--- src/include/wake_standby_pkg.sv ---
/*
 * Shared constants and types for the wake and standby control group: the
 * register frame layout, field reset value, lane modes and sampling timing.
 * Assumes a single 100 MHz clock and a host that delivers decoded 16-bit
 * register frames from the serial register port.
 */
package wake_standby_pkg;

  ////////////////////////////////////////////////////////////////////////////
  // Register frame
  localparam logic [2:0] REG_ADDR = 3'h2;
  localparam int ADDR_LSB = 13;
  localparam int ADDR_MSB = 15;
  localparam int FIELD_LSB = 0;
  localparam int FIELD_MSB = 9;
  localparam int FRAME_W = 16;

  // Edge selection codes for the local wake inputs
  localparam logic [1:0] EDGE_OFF = 2'h0;
  localparam logic [1:0] EDGE_RISE = 2'h1;
  localparam logic [1:0] EDGE_FALL = 2'h2;
  localparam logic [1:0] EDGE_BOTH = 2'h3;

  // Chip mode: upper bit set means Normal, clear means Standby or Sleep
  localparam int MODE_NORMAL_BIT = 1;

  ////////////////////////////////////////////////////////////////////////////
  // Timing
  localparam int CLK_PERIOD_NS = 10;
  localparam int NS_PER_MS = 1000000;
  localparam int SHORT_INTERVAL_MS = 16;
  localparam int LONG_INTERVAL_MS = 64;
  localparam int SHORT_INTERVAL_CYC = SHORT_INTERVAL_MS * (NS_PER_MS / CLK_PERIOD_NS);
  localparam int LONG_INTERVAL_CYC = LONG_INTERVAL_MS * (NS_PER_MS / CLK_PERIOD_NS);
  // Bias settling time ahead of each synchronised sample
  localparam int BIAS_ON_CYC = 4;

  ////////////////////////////////////////////////////////////////////////////
  // Types
  typedef struct packed {
    logic lin_lane_one_standby_ctrl;
    logic lin_lane_two_standby_ctrl;
    logic [1:0] local_wake_one_edge_sel;
    logic [1:0] local_wake_two_edge_sel;
    logic can_lane_standby_ctrl;
    logic reset_level_sel;
    logic wake_one_sample_en;
    logic wake_two_sample_en;
  } ctrl_s;

  localparam ctrl_s CTRL_RESET = '0;

  typedef enum logic [1:0] {
    LANE_OFF,
    LANE_ACTIVE,
    LANE_LOWPOWER
  } lane_mode_e;

  typedef struct packed {
    lane_mode_e mode;
    logic wake_det_en;
    logic wake_irq_allow;
    logic wake_flag_clr;
  } lane_ctrl_s;

  localparam lane_ctrl_s LANE_RESET = '{mode: LANE_OFF, default: 1'b0};

endpackage : wake_standby_pkg

--- src/rtl/lane_mode.sv ---
/*
 * Mode control for one transceiver lane: active, off or low-power with bus
 * wake detection, and gating of the lane's bus wake interrupt.
 * Assumes the standby bit and chip mode are registered in the clock domain.
 */
`timescale 1ns/1ps
module lane_mode (
  input wire logic clk,
  input wire logic arst_n,
  input wire logic standby,
  input wire logic normal_mode,
  input wire logic bus_wake,
  output wake_standby_pkg::lane_ctrl_s lane_ctrl,
  output logic wake_irq
);

  wake_standby_pkg::lane_ctrl_s lane_d;
  wake_standby_pkg::lane_ctrl_s lane_q;
  logic irq_q;

  ////////////////////////////////////////////////////////////////////////////
  // Low-power overrides the chip mode; otherwise Normal means active
  assign lane_d.mode = standby ? wake_standby_pkg::LANE_LOWPOWER :
                       (normal_mode ? wake_standby_pkg::LANE_ACTIVE :
                                      wake_standby_pkg::LANE_OFF);
  assign lane_d.wake_det_en = standby;
  assign lane_d.wake_irq_allow = standby;
  assign lane_d.wake_flag_clr = !standby && normal_mode;

  always_ff @(posedge clk or negedge arst_n) begin
    if (!arst_n) begin
      lane_q <= wake_standby_pkg::LANE_RESET;
      irq_q <= 1'b0;
    end else begin
      lane_q <= lane_d;
      irq_q <= bus_wake && lane_q.wake_irq_allow;
    end
  end

  assign lane_ctrl = lane_q;
  assign wake_irq = irq_q;

endmodule : lane_mode

--- src/rtl/wake_sampler.sv ---
/*
 * Local wake input sampler with edge detection: samples continuously or on
 * bias-synchronised ticks, compares with the previous sample and raises a
 * one-cycle interrupt request on the selected edge.
 * Assumes the wake input is already synchronous to clk.
 */
`timescale 1ns/1ps
module wake_sampler (
  input wire logic clk,
  input wire logic arst_n,
  input wire logic sample_en,
  input wire logic tick,
  input wire logic wake_in,
  input wire logic [1:0] edge_sel,
  output logic wake_irq
);

  logic take;
  logic rise;
  logic fall;
  logic hit;
  logic sample_q;
  logic valid_q;
  logic irq_q;

  assign take = !sample_en || tick;
  assign rise = wake_in && !sample_q;
  assign fall = !wake_in && sample_q;
  // First sample only seeds the history, so reset cannot fake an edge
  assign hit = take && valid_q && ((rise && edge_sel[0]) || (fall && edge_sel[1]));

  always_ff @(posedge clk or negedge arst_n) begin
    if (!arst_n) begin
      sample_q <= 1'b0;
      valid_q <= 1'b0;
      irq_q <= 1'b0;
    end else begin
      if (take) begin
        sample_q <= wake_in;
        valid_q <= 1'b1;
      end
      irq_q <= hit;
    end
  end

  assign wake_irq = irq_q;
endmodule : wake_sampler

--- src/rtl/wake_standby_control.sv ---
/*
 * Lower field group of the interrupt and wake control register: lane standby
 * control, local wake edge selection and sampling, and reset level choice.
 * Assumes the serial register port delivers whole 16-bit frames with a
 * one-cycle write strobe; interrupt requests feed a status register elsewhere.
 */
`timescale 1ns/1ps

// Behaviour
// - Lane one off when clear in standby
// - Lane one set: low-power, wake detect, interrupts
// - Lane two clear, Normal: active, flag cleared
// - Lane two off when clear in standby
// - Lane two set: low-power, wake detect, interrupts
// - Bits 7:6 pick wake one edges
// - Bits 5:4 pick wake two edges
// - CAN clear, Normal: active, flag cleared
// - CAN off when clear in standby
// - CAN set: low-power, wake detect, interrupts
// - Bit 2 picks 90 or 70 percent
// - Lane one clear, Normal: active, flag cleared
// - Bias rate picks 16 or 64 ms
module wake_standby_control #(
  parameter int SHORT_INTERVAL_CYC = wake_standby_pkg::SHORT_INTERVAL_CYC,
  parameter int LONG_INTERVAL_CYC = wake_standby_pkg::LONG_INTERVAL_CYC
) (
  input wire logic clk,
  input wire logic arst_n,
  input wire logic ctrl_wr,
  input wire logic [15:0] ctrl_wdata,
  output logic [15:0] ctrl_rdata,
  input wire logic [1:0] chip_mode_field,
  input wire logic bias_rate_sel,
  input wire logic local_wake_input_one,
  input wire logic local_wake_input_two,
  input wire logic lin1_bus_wake,
  input wire logic lin2_bus_wake,
  input wire logic can_bus_wake,
  output wake_standby_pkg::lane_ctrl_s lin1_ctrl,
  output wake_standby_pkg::lane_ctrl_s lin2_ctrl,
  output wake_standby_pkg::lane_ctrl_s can_ctrl,
  output logic lin1_wake_irq,
  output logic lin2_wake_irq,
  output logic can_wake_irq,
  output logic wake_one_irq,
  output logic wake_two_irq,
  output logic reset_level_sel,
  output logic wake_bias_output
);

  localparam int CNT_W = $clog2(LONG_INTERVAL_CYC + 1);

  if (SHORT_INTERVAL_CYC <= wake_standby_pkg::BIAS_ON_CYC ||
      LONG_INTERVAL_CYC <= wake_standby_pkg::BIAS_ON_CYC) begin : g_bad_interval
    $error("sampling interval must exceed the bias settling time");
  end

  ////////////////////////////////////////////////////////////////////////////
  // Register write decode
  wake_standby_pkg::ctrl_s ctrl_q;
  wake_standby_pkg::ctrl_s ctrl_d;
  logic addr_hit;
  logic wr_take;
  logic [15:0] rdata_d;
  logic [15:0] rdata_q;

  assign addr_hit = ctrl_wdata[wake_standby_pkg::ADDR_MSB:wake_standby_pkg::ADDR_LSB] ==
                    wake_standby_pkg::REG_ADDR;
  assign wr_take = ctrl_wr && addr_hit;
  assign ctrl_d = wr_take ?
                  wake_standby_pkg::ctrl_s'(ctrl_wdata[wake_standby_pkg::FIELD_MSB:
                                                       wake_standby_pkg::FIELD_LSB]) :
                  ctrl_q;
  // Upper enables and lock bit live elsewhere and read as zero here
  assign rdata_d = {wake_standby_pkg::REG_ADDR, 3'h0, ctrl_q};

  always_ff @(posedge clk or negedge arst_n) begin
    if (!arst_n) begin
      ctrl_q <= wake_standby_pkg::CTRL_RESET;
      rdata_q <= 16'h0000;
    end else begin
      ctrl_q <= ctrl_d;
      rdata_q <= rdata_d;
    end
  end

  assign ctrl_rdata = rdata_q;

  ////////////////////////////////////////////////////////////////////////////
  // Supply reset level, registered so the analog side sees a clean level
  logic rth_q;

  always_ff @(posedge clk or negedge arst_n) begin
    if (!arst_n) begin
      rth_q <= 1'b0;
    end else begin
      rth_q <= ctrl_q.reset_level_sel;
    end
  end

  assign reset_level_sel = rth_q;

  ////////////////////////////////////////////////////////////////////////////
  // Lane modes
  logic normal_mode;

  assign normal_mode = chip_mode_field[wake_standby_pkg::MODE_NORMAL_BIT];

  lane_mode u_lin1 (
    .clk(clk),
    .arst_n(arst_n),
    .standby(ctrl_q.lin_lane_one_standby_ctrl),
    .normal_mode(normal_mode),
    .bus_wake(lin1_bus_wake),
    .lane_ctrl(lin1_ctrl),
    .wake_irq(lin1_wake_irq)
  );

  lane_mode u_lin2 (
    .clk(clk),
    .arst_n(arst_n),
    .standby(ctrl_q.lin_lane_two_standby_ctrl),
    .normal_mode(normal_mode),
    .bus_wake(lin2_bus_wake),
    .lane_ctrl(lin2_ctrl),
    .wake_irq(lin2_wake_irq)
  );

  lane_mode u_can (
    .clk(clk),
    .arst_n(arst_n),
    .standby(ctrl_q.can_lane_standby_ctrl),
    .normal_mode(normal_mode),
    .bus_wake(can_bus_wake),
    .lane_ctrl(can_ctrl),
    .wake_irq(can_wake_irq)
  );

  ////////////////////////////////////////////////////////////////////////////
  // Bias timer: one sample tick per interval, bias driven just before it.
  // Timer idles when neither input is bias-synchronised, saving power.
  logic bias_active;
  logic [CNT_W-1:0] limit;
  logic [CNT_W-1:0] cnt_q;
  logic [CNT_W-1:0] cnt_d;
  logic tick;
  logic bias_d;
  logic bias_q;

  assign bias_active = ctrl_q.wake_one_sample_en || ctrl_q.wake_two_sample_en;
  assign limit = bias_rate_sel ? CNT_W'(LONG_INTERVAL_CYC - 1) :
                                 CNT_W'(SHORT_INTERVAL_CYC - 1);
  assign tick = bias_active && (cnt_q >= limit);
  assign cnt_d = (!bias_active || tick) ? '0 : cnt_q + CNT_W'(1);
  assign bias_d = bias_active && (cnt_d > limit - CNT_W'(wake_standby_pkg::BIAS_ON_CYC));

  always_ff @(posedge clk or negedge arst_n) begin
    if (!arst_n) begin
      cnt_q <= '0;
      bias_q <= 1'b0;
    end else begin
      cnt_q <= cnt_d;
      bias_q <= bias_d;
    end
  end

  assign wake_bias_output = bias_q;

  ////////////////////////////////////////////////////////////////////////////
  // Local wake inputs
  wake_sampler u_wake_one (
    .clk(clk),
    .arst_n(arst_n),
    .sample_en(ctrl_q.wake_one_sample_en),
    .tick(tick),
    .wake_in(local_wake_input_one),
    .edge_sel(ctrl_q.local_wake_one_edge_sel),
    .wake_irq(wake_one_irq)
  );

  wake_sampler u_wake_two (
    .clk(clk),
    .arst_n(arst_n),
    .sample_en(ctrl_q.wake_two_sample_en),
    .tick(tick),
    .wake_in(local_wake_input_two),
    .edge_sel(ctrl_q.local_wake_two_edge_sel),
    .wake_irq(wake_two_irq)
  );
endmodule : wake_standby_control

--- config.mk ---
export PLATFORM = sky130hd
export DESIGN_NAME = wake_standby_control
export DESIGN_NICKNAME = d
export VERILOG_FILES = /design/src/include/wake_standby_pkg.sv /design/src/rtl/lane_mode.sv /design/src/rtl/wake_sampler.sv /design/src/rtl/wake_standby_control.sv
export SDC_FILE = /design/constraint.sdc
export NUM_CORES = 1
export LEC_CHECK = 0
export ABC_AREA = 1
export BUFFER_PORTS_ARGS = -buffer_cell sky130_fd_sc_hd__buf_2
export CAP_MARGIN = 0
export CORE_MARGIN = 1
export CORE_UTILIZATION = 60
export DETAILED_ROUTE_END_ITERATION = 6
export GPL_TIMING_DRIVEN = 0
export PLACE_DENSITY = 0.86
export SLEW_MARGIN = 30
export SYNTH_ARGS = -nofsm -noshare
export SYNTH_HDL_FRONTEND = slang
export SYNTH_SLANG_ARGS = --single-unit
--- constraint.sdc ---
create_clock -name clk -period 6.12 [get_ports clk]
set_clock_uncertainty 0.05 [all_clocks]
set_input_delay 0.612 -clock clk [delete_from_list [all_inputs] [get_ports clk]]
set_output_delay 0.612 -clock clk [all_outputs]
set_load 0.01 [all_outputs]
# [Word-level counts from Yosys, hierarchy flattened]
# Index checks and enable logic that the tools add are counted.
[classes] reduce_logical=37 shift=0 n_mul=0 div_mod_pow=0 eq_ne=1 bitwise_logic=0 mux=6 add_sub_neg=2 n_lt_le_gt_ge=2
[op_table] cell="$mux 23" count=2
[op_table] cell="$add 23x1->23 const B" count=1
[op_table] cell="$ge 23x23->1" count=1
[op_table] cell="$gt 23x23->1" count=1
[op_table] cell="$sub 23x3->23 const B" count=1
[op_table] cell="$logic_and 1x1->1" count=21
[op_table] cell="$logic_not 1->1" count=10
[op_table] cell="$logic_or 1x1->1" count=6
[op_table] cell="$mux 2" count=3
[op_table] cell="$eq 3x2->1 const B" count=1
[op_table] cell="$mux 1" count=1
[totals] rom_bits=0 inputBits=27 out_inout_bits=38 ff_bits=67 mem_bits_rw=0 memories=0 latch_bits=0

# [Depth between registers and ports, before layout]
[depth] ltp_word=7 depth_mapped=26

# [Modules after synthesis]
# From an unflattened synthesis, not the netlist that was laid out.
[unflattened] hier_cells=384 hier_area_um2=3305.7
[by_module_without_submodules] module="wake_standby_control" seq_area_each_um2=1126.1 instances=1 cells_each=326 area_each_um2=2707.6
[by_module_without_submodules] module="lane_mode" seq_area_each_um2=75.1 instances=3 cells_each=10 area_each_um2=115.1
[by_module_without_submodules] module="wake_sampler" seq_area_each_um2=75.1 instances=2 cells_each=14 area_each_um2=126.4

# [Least setup slack after synthesis]
# No wires, ideal clock.
[synth_path] path_kind="input -> register" from="input port bias_rate_sel" to="register bias_q, in the netlist wake_bias_output" setup_slack_ps=2802 stages=26 required_ps=5954 arrival_ps=3152 path_cell_list="inv_1 -> ha_1 -> nand2_1 -> nand2_1 -> nor2_1 -> nor2_1 -> nor2_2 -> nand2_1 -> nor2_2 -> buf_6 -> nand2_2 -> buf_2 -> nor3_1 -> ha_1 -> nand2_1 -> inv_1 -> nand3_1 -> nor2_1 -> nand2_1 -> nor2_1 -> nand4_1 -> nor2_1 -> nand4_1 -> nand2_1 -> nor2_1 -> nor2_2"
[synth_via] elab_chain_len=7
[synth_lines] item="start, declared" line_no="wake_standby_control.sv:33" text="input wire logic bias_rate_sel,"
[synth_lines] item="$mux 23" line_no="wake_standby_control.sv:151" text="assign limit = bias_rate_sel ? CNT_W'(LONG_INTERVAL_CYC - 1) :"
[synth_lines] item="$ge 23x23->1" line_no="wake_standby_control.sv:153" text="assign tick = bias_active && (cnt_q >= limit);"
[synth_lines] item="$logic_and 1x1->1" line_no="wake_standby_control.sv:153"
[synth_lines] item="$logic_or 1x1->1" line_no="wake_standby_control.sv:154" text="assign cnt_d = (!bias_active || tick) ? '0 : cnt_q + CNT_W'(1);"
[synth_lines] item="$mux 23" line_no="wake_standby_control.sv:154"
[synth_lines] item="net cnt_d[9]" line_no="wake_standby_control.sv:145" text="logic [CNT_W-1:0] cnt_d;"
[synth_lines] item="$gt 23x23->1" line_no="wake_standby_control.sv:155" text="assign bias_d = bias_active && (cnt_d > limit - CNT_W'(wake_standby_pkg::BIAS_ON_CYC));"
[synth_lines] item="$logic_and 1x1->1" line_no="wake_standby_control.sv:155"
[synth_lines] item="net bias_d" line_no="wake_standby_control.sv:147" text="logic bias_d;"
[synth_lines] item="end signal, assigned" line_no="wake_standby_control.sv:163" text="bias_q <= bias_d;"
[synth_lines] item="end, declared" line_no="wake_standby_control.sv:148" text="logic bias_q;"
# The timed path passes the listed nets, and every way through them passes these cells.
# A chain may end at the register's enable or synchronous reset.

# [Worst setup path after layout]
# Same ends and word-level chain as after synthesis.

==> key figures <==
Clock tree
  • Resize count post-CTS: 0
  • Clk slew on worst S/H paths: 0.06 ns
  • Worst skew pair latency: about 0.34 ns
  • # clock sinks: 57
  • H-Tree Depth: 3
  • Post-CTS setup buffer count: 0
  • CTS root buf: clkbuf_8
  • CTS tree: done
  • TritonCTS Buffers: 9
  • Maximum root-to-sink buffer count: 2
  • Hold Buf Count CTS: 0

Layout
  • Antenna cells: 0
  • Finished Cell Area: approximately 3900 µm²
  • Area Overhead vs Synth: 17.56%
  • Multi-input logic area: between 1000 and 1500 µm²
  • Fillers: 360
  • Storage cell area: between 1000 and 1500 µm²
  • Final nets: ~500
  • Top reg by flops: cnt_q
  • Layout Utilization: between 70 and 80%
  • Share of cells above drive strength 1: 26.44%
  • Max reg flops: 23

Worst hold path
  • Worst min path class: input pin to asynchronous set/reset pin

Drt
  • Drt initial violations: 200
  • Routed len/inst: approximately 13 µm
  • Antenna Nets Post-Route: 0
  • Vias: 2757
  • Routed vias/inst: ~5
  • Total routed wirelength: 6747 µm
  • Drt pass-1 iters: 4
  • Number of remaining DRC errors: 0

Floorplan
  • Horiz. Die Dim: between 70 and 80 µm
  • Core Area: 5205 µm²
  • Die Height: 76 µm
  • I/O pin total: 65
  • Die Area: ~5800 µm²
  • # rows: 26
  • Starting Density: between 60 and 70%

Worst setup path
  • CP endpoint: wake_bias_output$_DFF_PN0_
  • Worst R2R Setup Slack: about 2.5 ns
  • Reg2reg path depth: 24
  • R2r endpoint: wake_bias_output$_DFF_PN0_
  • Crit. Startpoint: bias_rate_sel
  • Worst Setup Start Kind: input pin
  • Crit path DAT: roughly 4.2 ns
  • Type of the worst setup path: input pin to register
  • CP endpoint kind: register
  • Crit Path Max Fanout: 12
  • Reg2reg start: cnt_q[0]$_DFF_PN0_
  • Worst Path Required: ~6.3 ns

Place
  • GPL Wtd Cong: 0.8549
  • I/O Buffers: between 50 and 60
  • HPWL after DPL: roughly 5000 µm
  • DP Area: approximately 3700 µm²

Run status
  • Status: complete, no violations

Power and ir drop
  • Leakage: ~2.1 nW
  • Part of the power in registers: between 40 and 50%
  • Sw Pwr: roughly 0.00031 W
  • Int Pwr: about 0.00072 W
  • Comb pwr share: a little over a fifth
  • Worst VDD drop: about 280 µV
  • Clk network pwr share: 33.6%
  • Sw Share: a little under a third
  • Power Density: 267.3 nW/µm²

Logic synthesis
  • Area contributors post-synth: dfrtp_1 (43%), nand2_1 (9.7%), ha_1 (8.0%)
  • Mapped Cells: 394
  • Leading area contributor after synthesis: dfrtp_1
  • FF+latch count, synth: 57
  • Cell Area, Synth: around 3300 µm²
  • Sequential share of the synthesized area: 43.41%
  • Synth Warn #: 0
  • Post-synthesis average cell area: roughly 8.3 µm²
  • Area share of the largest cell type after synthesis: 43.41%
  • Synth cell types: 35

Global routing
  • GRT Total Usage: 25.89%
  • Remaining Overflow, GRT: 0
  • Largest net degree at the start of global routing: 58
  • First-pass GRT wire length: 11810 µm
  • Initial antenna violation count: 0
  • Number of global-route vias before repair: between 2000 and 3000

Timing
  • Slew Viols, Final: 0
  • Fin Hold WS: 0.2684 ns
  • Final period util: approximately two thirds
  • Crit path time final: approximately 4 ns
  • Fmax: about 250 MHz
  • RSZ-0062 raised after global routing: no
  • Worst slew pin tran: a little under 0.7 ns
  • Max_slew headroom: about 54%
  • Final Hold Viols: 0
  • Setup-failing EPs final: 0
  • Setup TNS: 0 ns

Flow run
  • Max cap viols: 0
==> critical path, stage by stage <==
cell,delay (ns)
buf_2,0.17
inv_1,0.39
ha_1,0.33
nand2_1,0.06
inv_1,0.05
nand2_1,0.10
nor2_1,0.07
nand3_1,0.09
nand2_1,0.06
nor2_2,0.19
buf_6,0.19
nand2_2,0.15
buf_2,0.23
nor3_1,0.29
ha_1,0.18
nand2_1,0.05
inv_1,0.05
nand3_1,0.07
nor2_1,0.10
nand2_1,0.06
nor2_1,0.08
nand4_1,0.09
nor2_1,0.20
nand4_1,0.12
nand2_1,0.07
nor2_1,0.04
nor2_2,0.07
==> cells by family after synthesis <==
| kind of cell | Yosys count | synth area share (%) |
|---|---|---|
| xor gates and xnor gates | 5 | 1.333 |
| other | 2 | 0.2286 |
| adders and majority gates | 21 | 7.997 |
| DFF | 57 | 43.41 |
| muxes | 10 | 3.427 |
| AOI/OAI and AO/OA | 22 | 3.808 |
| buffers and inverters | 77 | 11.69 |
| and+or+nand+nor | 200 | 28.10 |
==> how the worst min path moves through the flow <==
stage,from,slack (ns),to,cells after the start
2_1_floorplan,arst_n,0.27,cnt_q[0]$_DFF_PN0_,0
3_3_place_gp,ctrl_q[2]$_DFFE_PN0P_,0.31,ctrl_rdata[2]$_DFF_PN0_,0
3_5_place_dp,ctrl_q[2]$_DFFE_PN0P_,0.32,ctrl_rdata[2]$_DFF_PN0_,0
4_1_cts,arst_n,0.29,ctrl_q[7]$_DFFE_PN0P_,1
5_1_grt,arst_n,0.32,cnt_q[2]$_DFF_PN0_,1
6_report,arst_n,0.27,ctrl_q[7]$_DFFE_PN0P_,1
==> routing by layer <==
layer / share of wire (%) / wire length [µm] / GRT usage [%] / vias to the layer above
li1: - / - / - / 1374
met1: 40 / 2706 / 30.77 / 1271
met2: 50 / 3371 / 44.91 / 101
met3: 8.5 / 574 / 8.623 / 11
met4: 1.4 / 94 / 7.115 / 0
met5: 0 / 0 / 0 / -
==> power groups by stage <==
stage / combinational [W] / sequential [W] / clock [W]
CTS: 0.000222 / 0.000467 / 0.000350
finish: 0.000219 / 0.000467 / 0.000347
global route: 0.000244 / 0.000474 / 0.000368
global placement: 0.000211 / 0.000469 / 0
detailed placement: 0.000220 / 0.000473 / 0
floorplan: 0.000130 / 0.000475 / 0
==> per-stage QoR <==
step / setup slack [ns] / power (W) / cells
floorplan: 2.802 / 0.0006051 / 398
global placement: 1.927 / 0.0006807 / 523
detailed placement: 1.850 / 0.0006926 / 523
CTS: 2.180 / 0.001038 / 539
global route: 1.781 / 0.001086 / 539
finish: 2.151 / 0.001032 / 539
==> cell usage in the layout (no fill, tap or decap), drive strengths merged, types with 3 or more instances in the layout <==
master,count
o21ai,4
ha,21
inv,54
buf,77
dfrtp,57
nand3,21
a21oi,13
conb,6
nor3,13
mux2,10
clkbuf,12
nand4,9
xor2,3
nand2,89
nor2,62
==> cell usage after synthesis, drive strengths merged <==
master / instances
a21o: 1
o21ai: 4
a2111oi: 2
mux2: 10
nand3b: 1
conb: 2
a21oi: 13
xnor2: 2
and3: 2
dfrtp: 57
inv: 54
nor3b: 1
nand4: 9
nor3: 13
nand3: 21
a31oi: 1
nand2: 89
o21bai: 1
buf: 22
clkbuf: 1
nor4: 2
xor2: 3
ha: 21
nor2: 62
==> final cells by class <==
cell class	count	share of cell area [%]
Sequential cell	57	36.93
Clock inverter	5	1.425
Clock buffer	11	3.661
Tap cell	70	2.268
Timing Repair Buffer	55	7.191
Inverter	54	5.248
Buffer	23	4.697
Multi-Input combinational cell	264	38.58
Power figures use the tool's default switching activity.
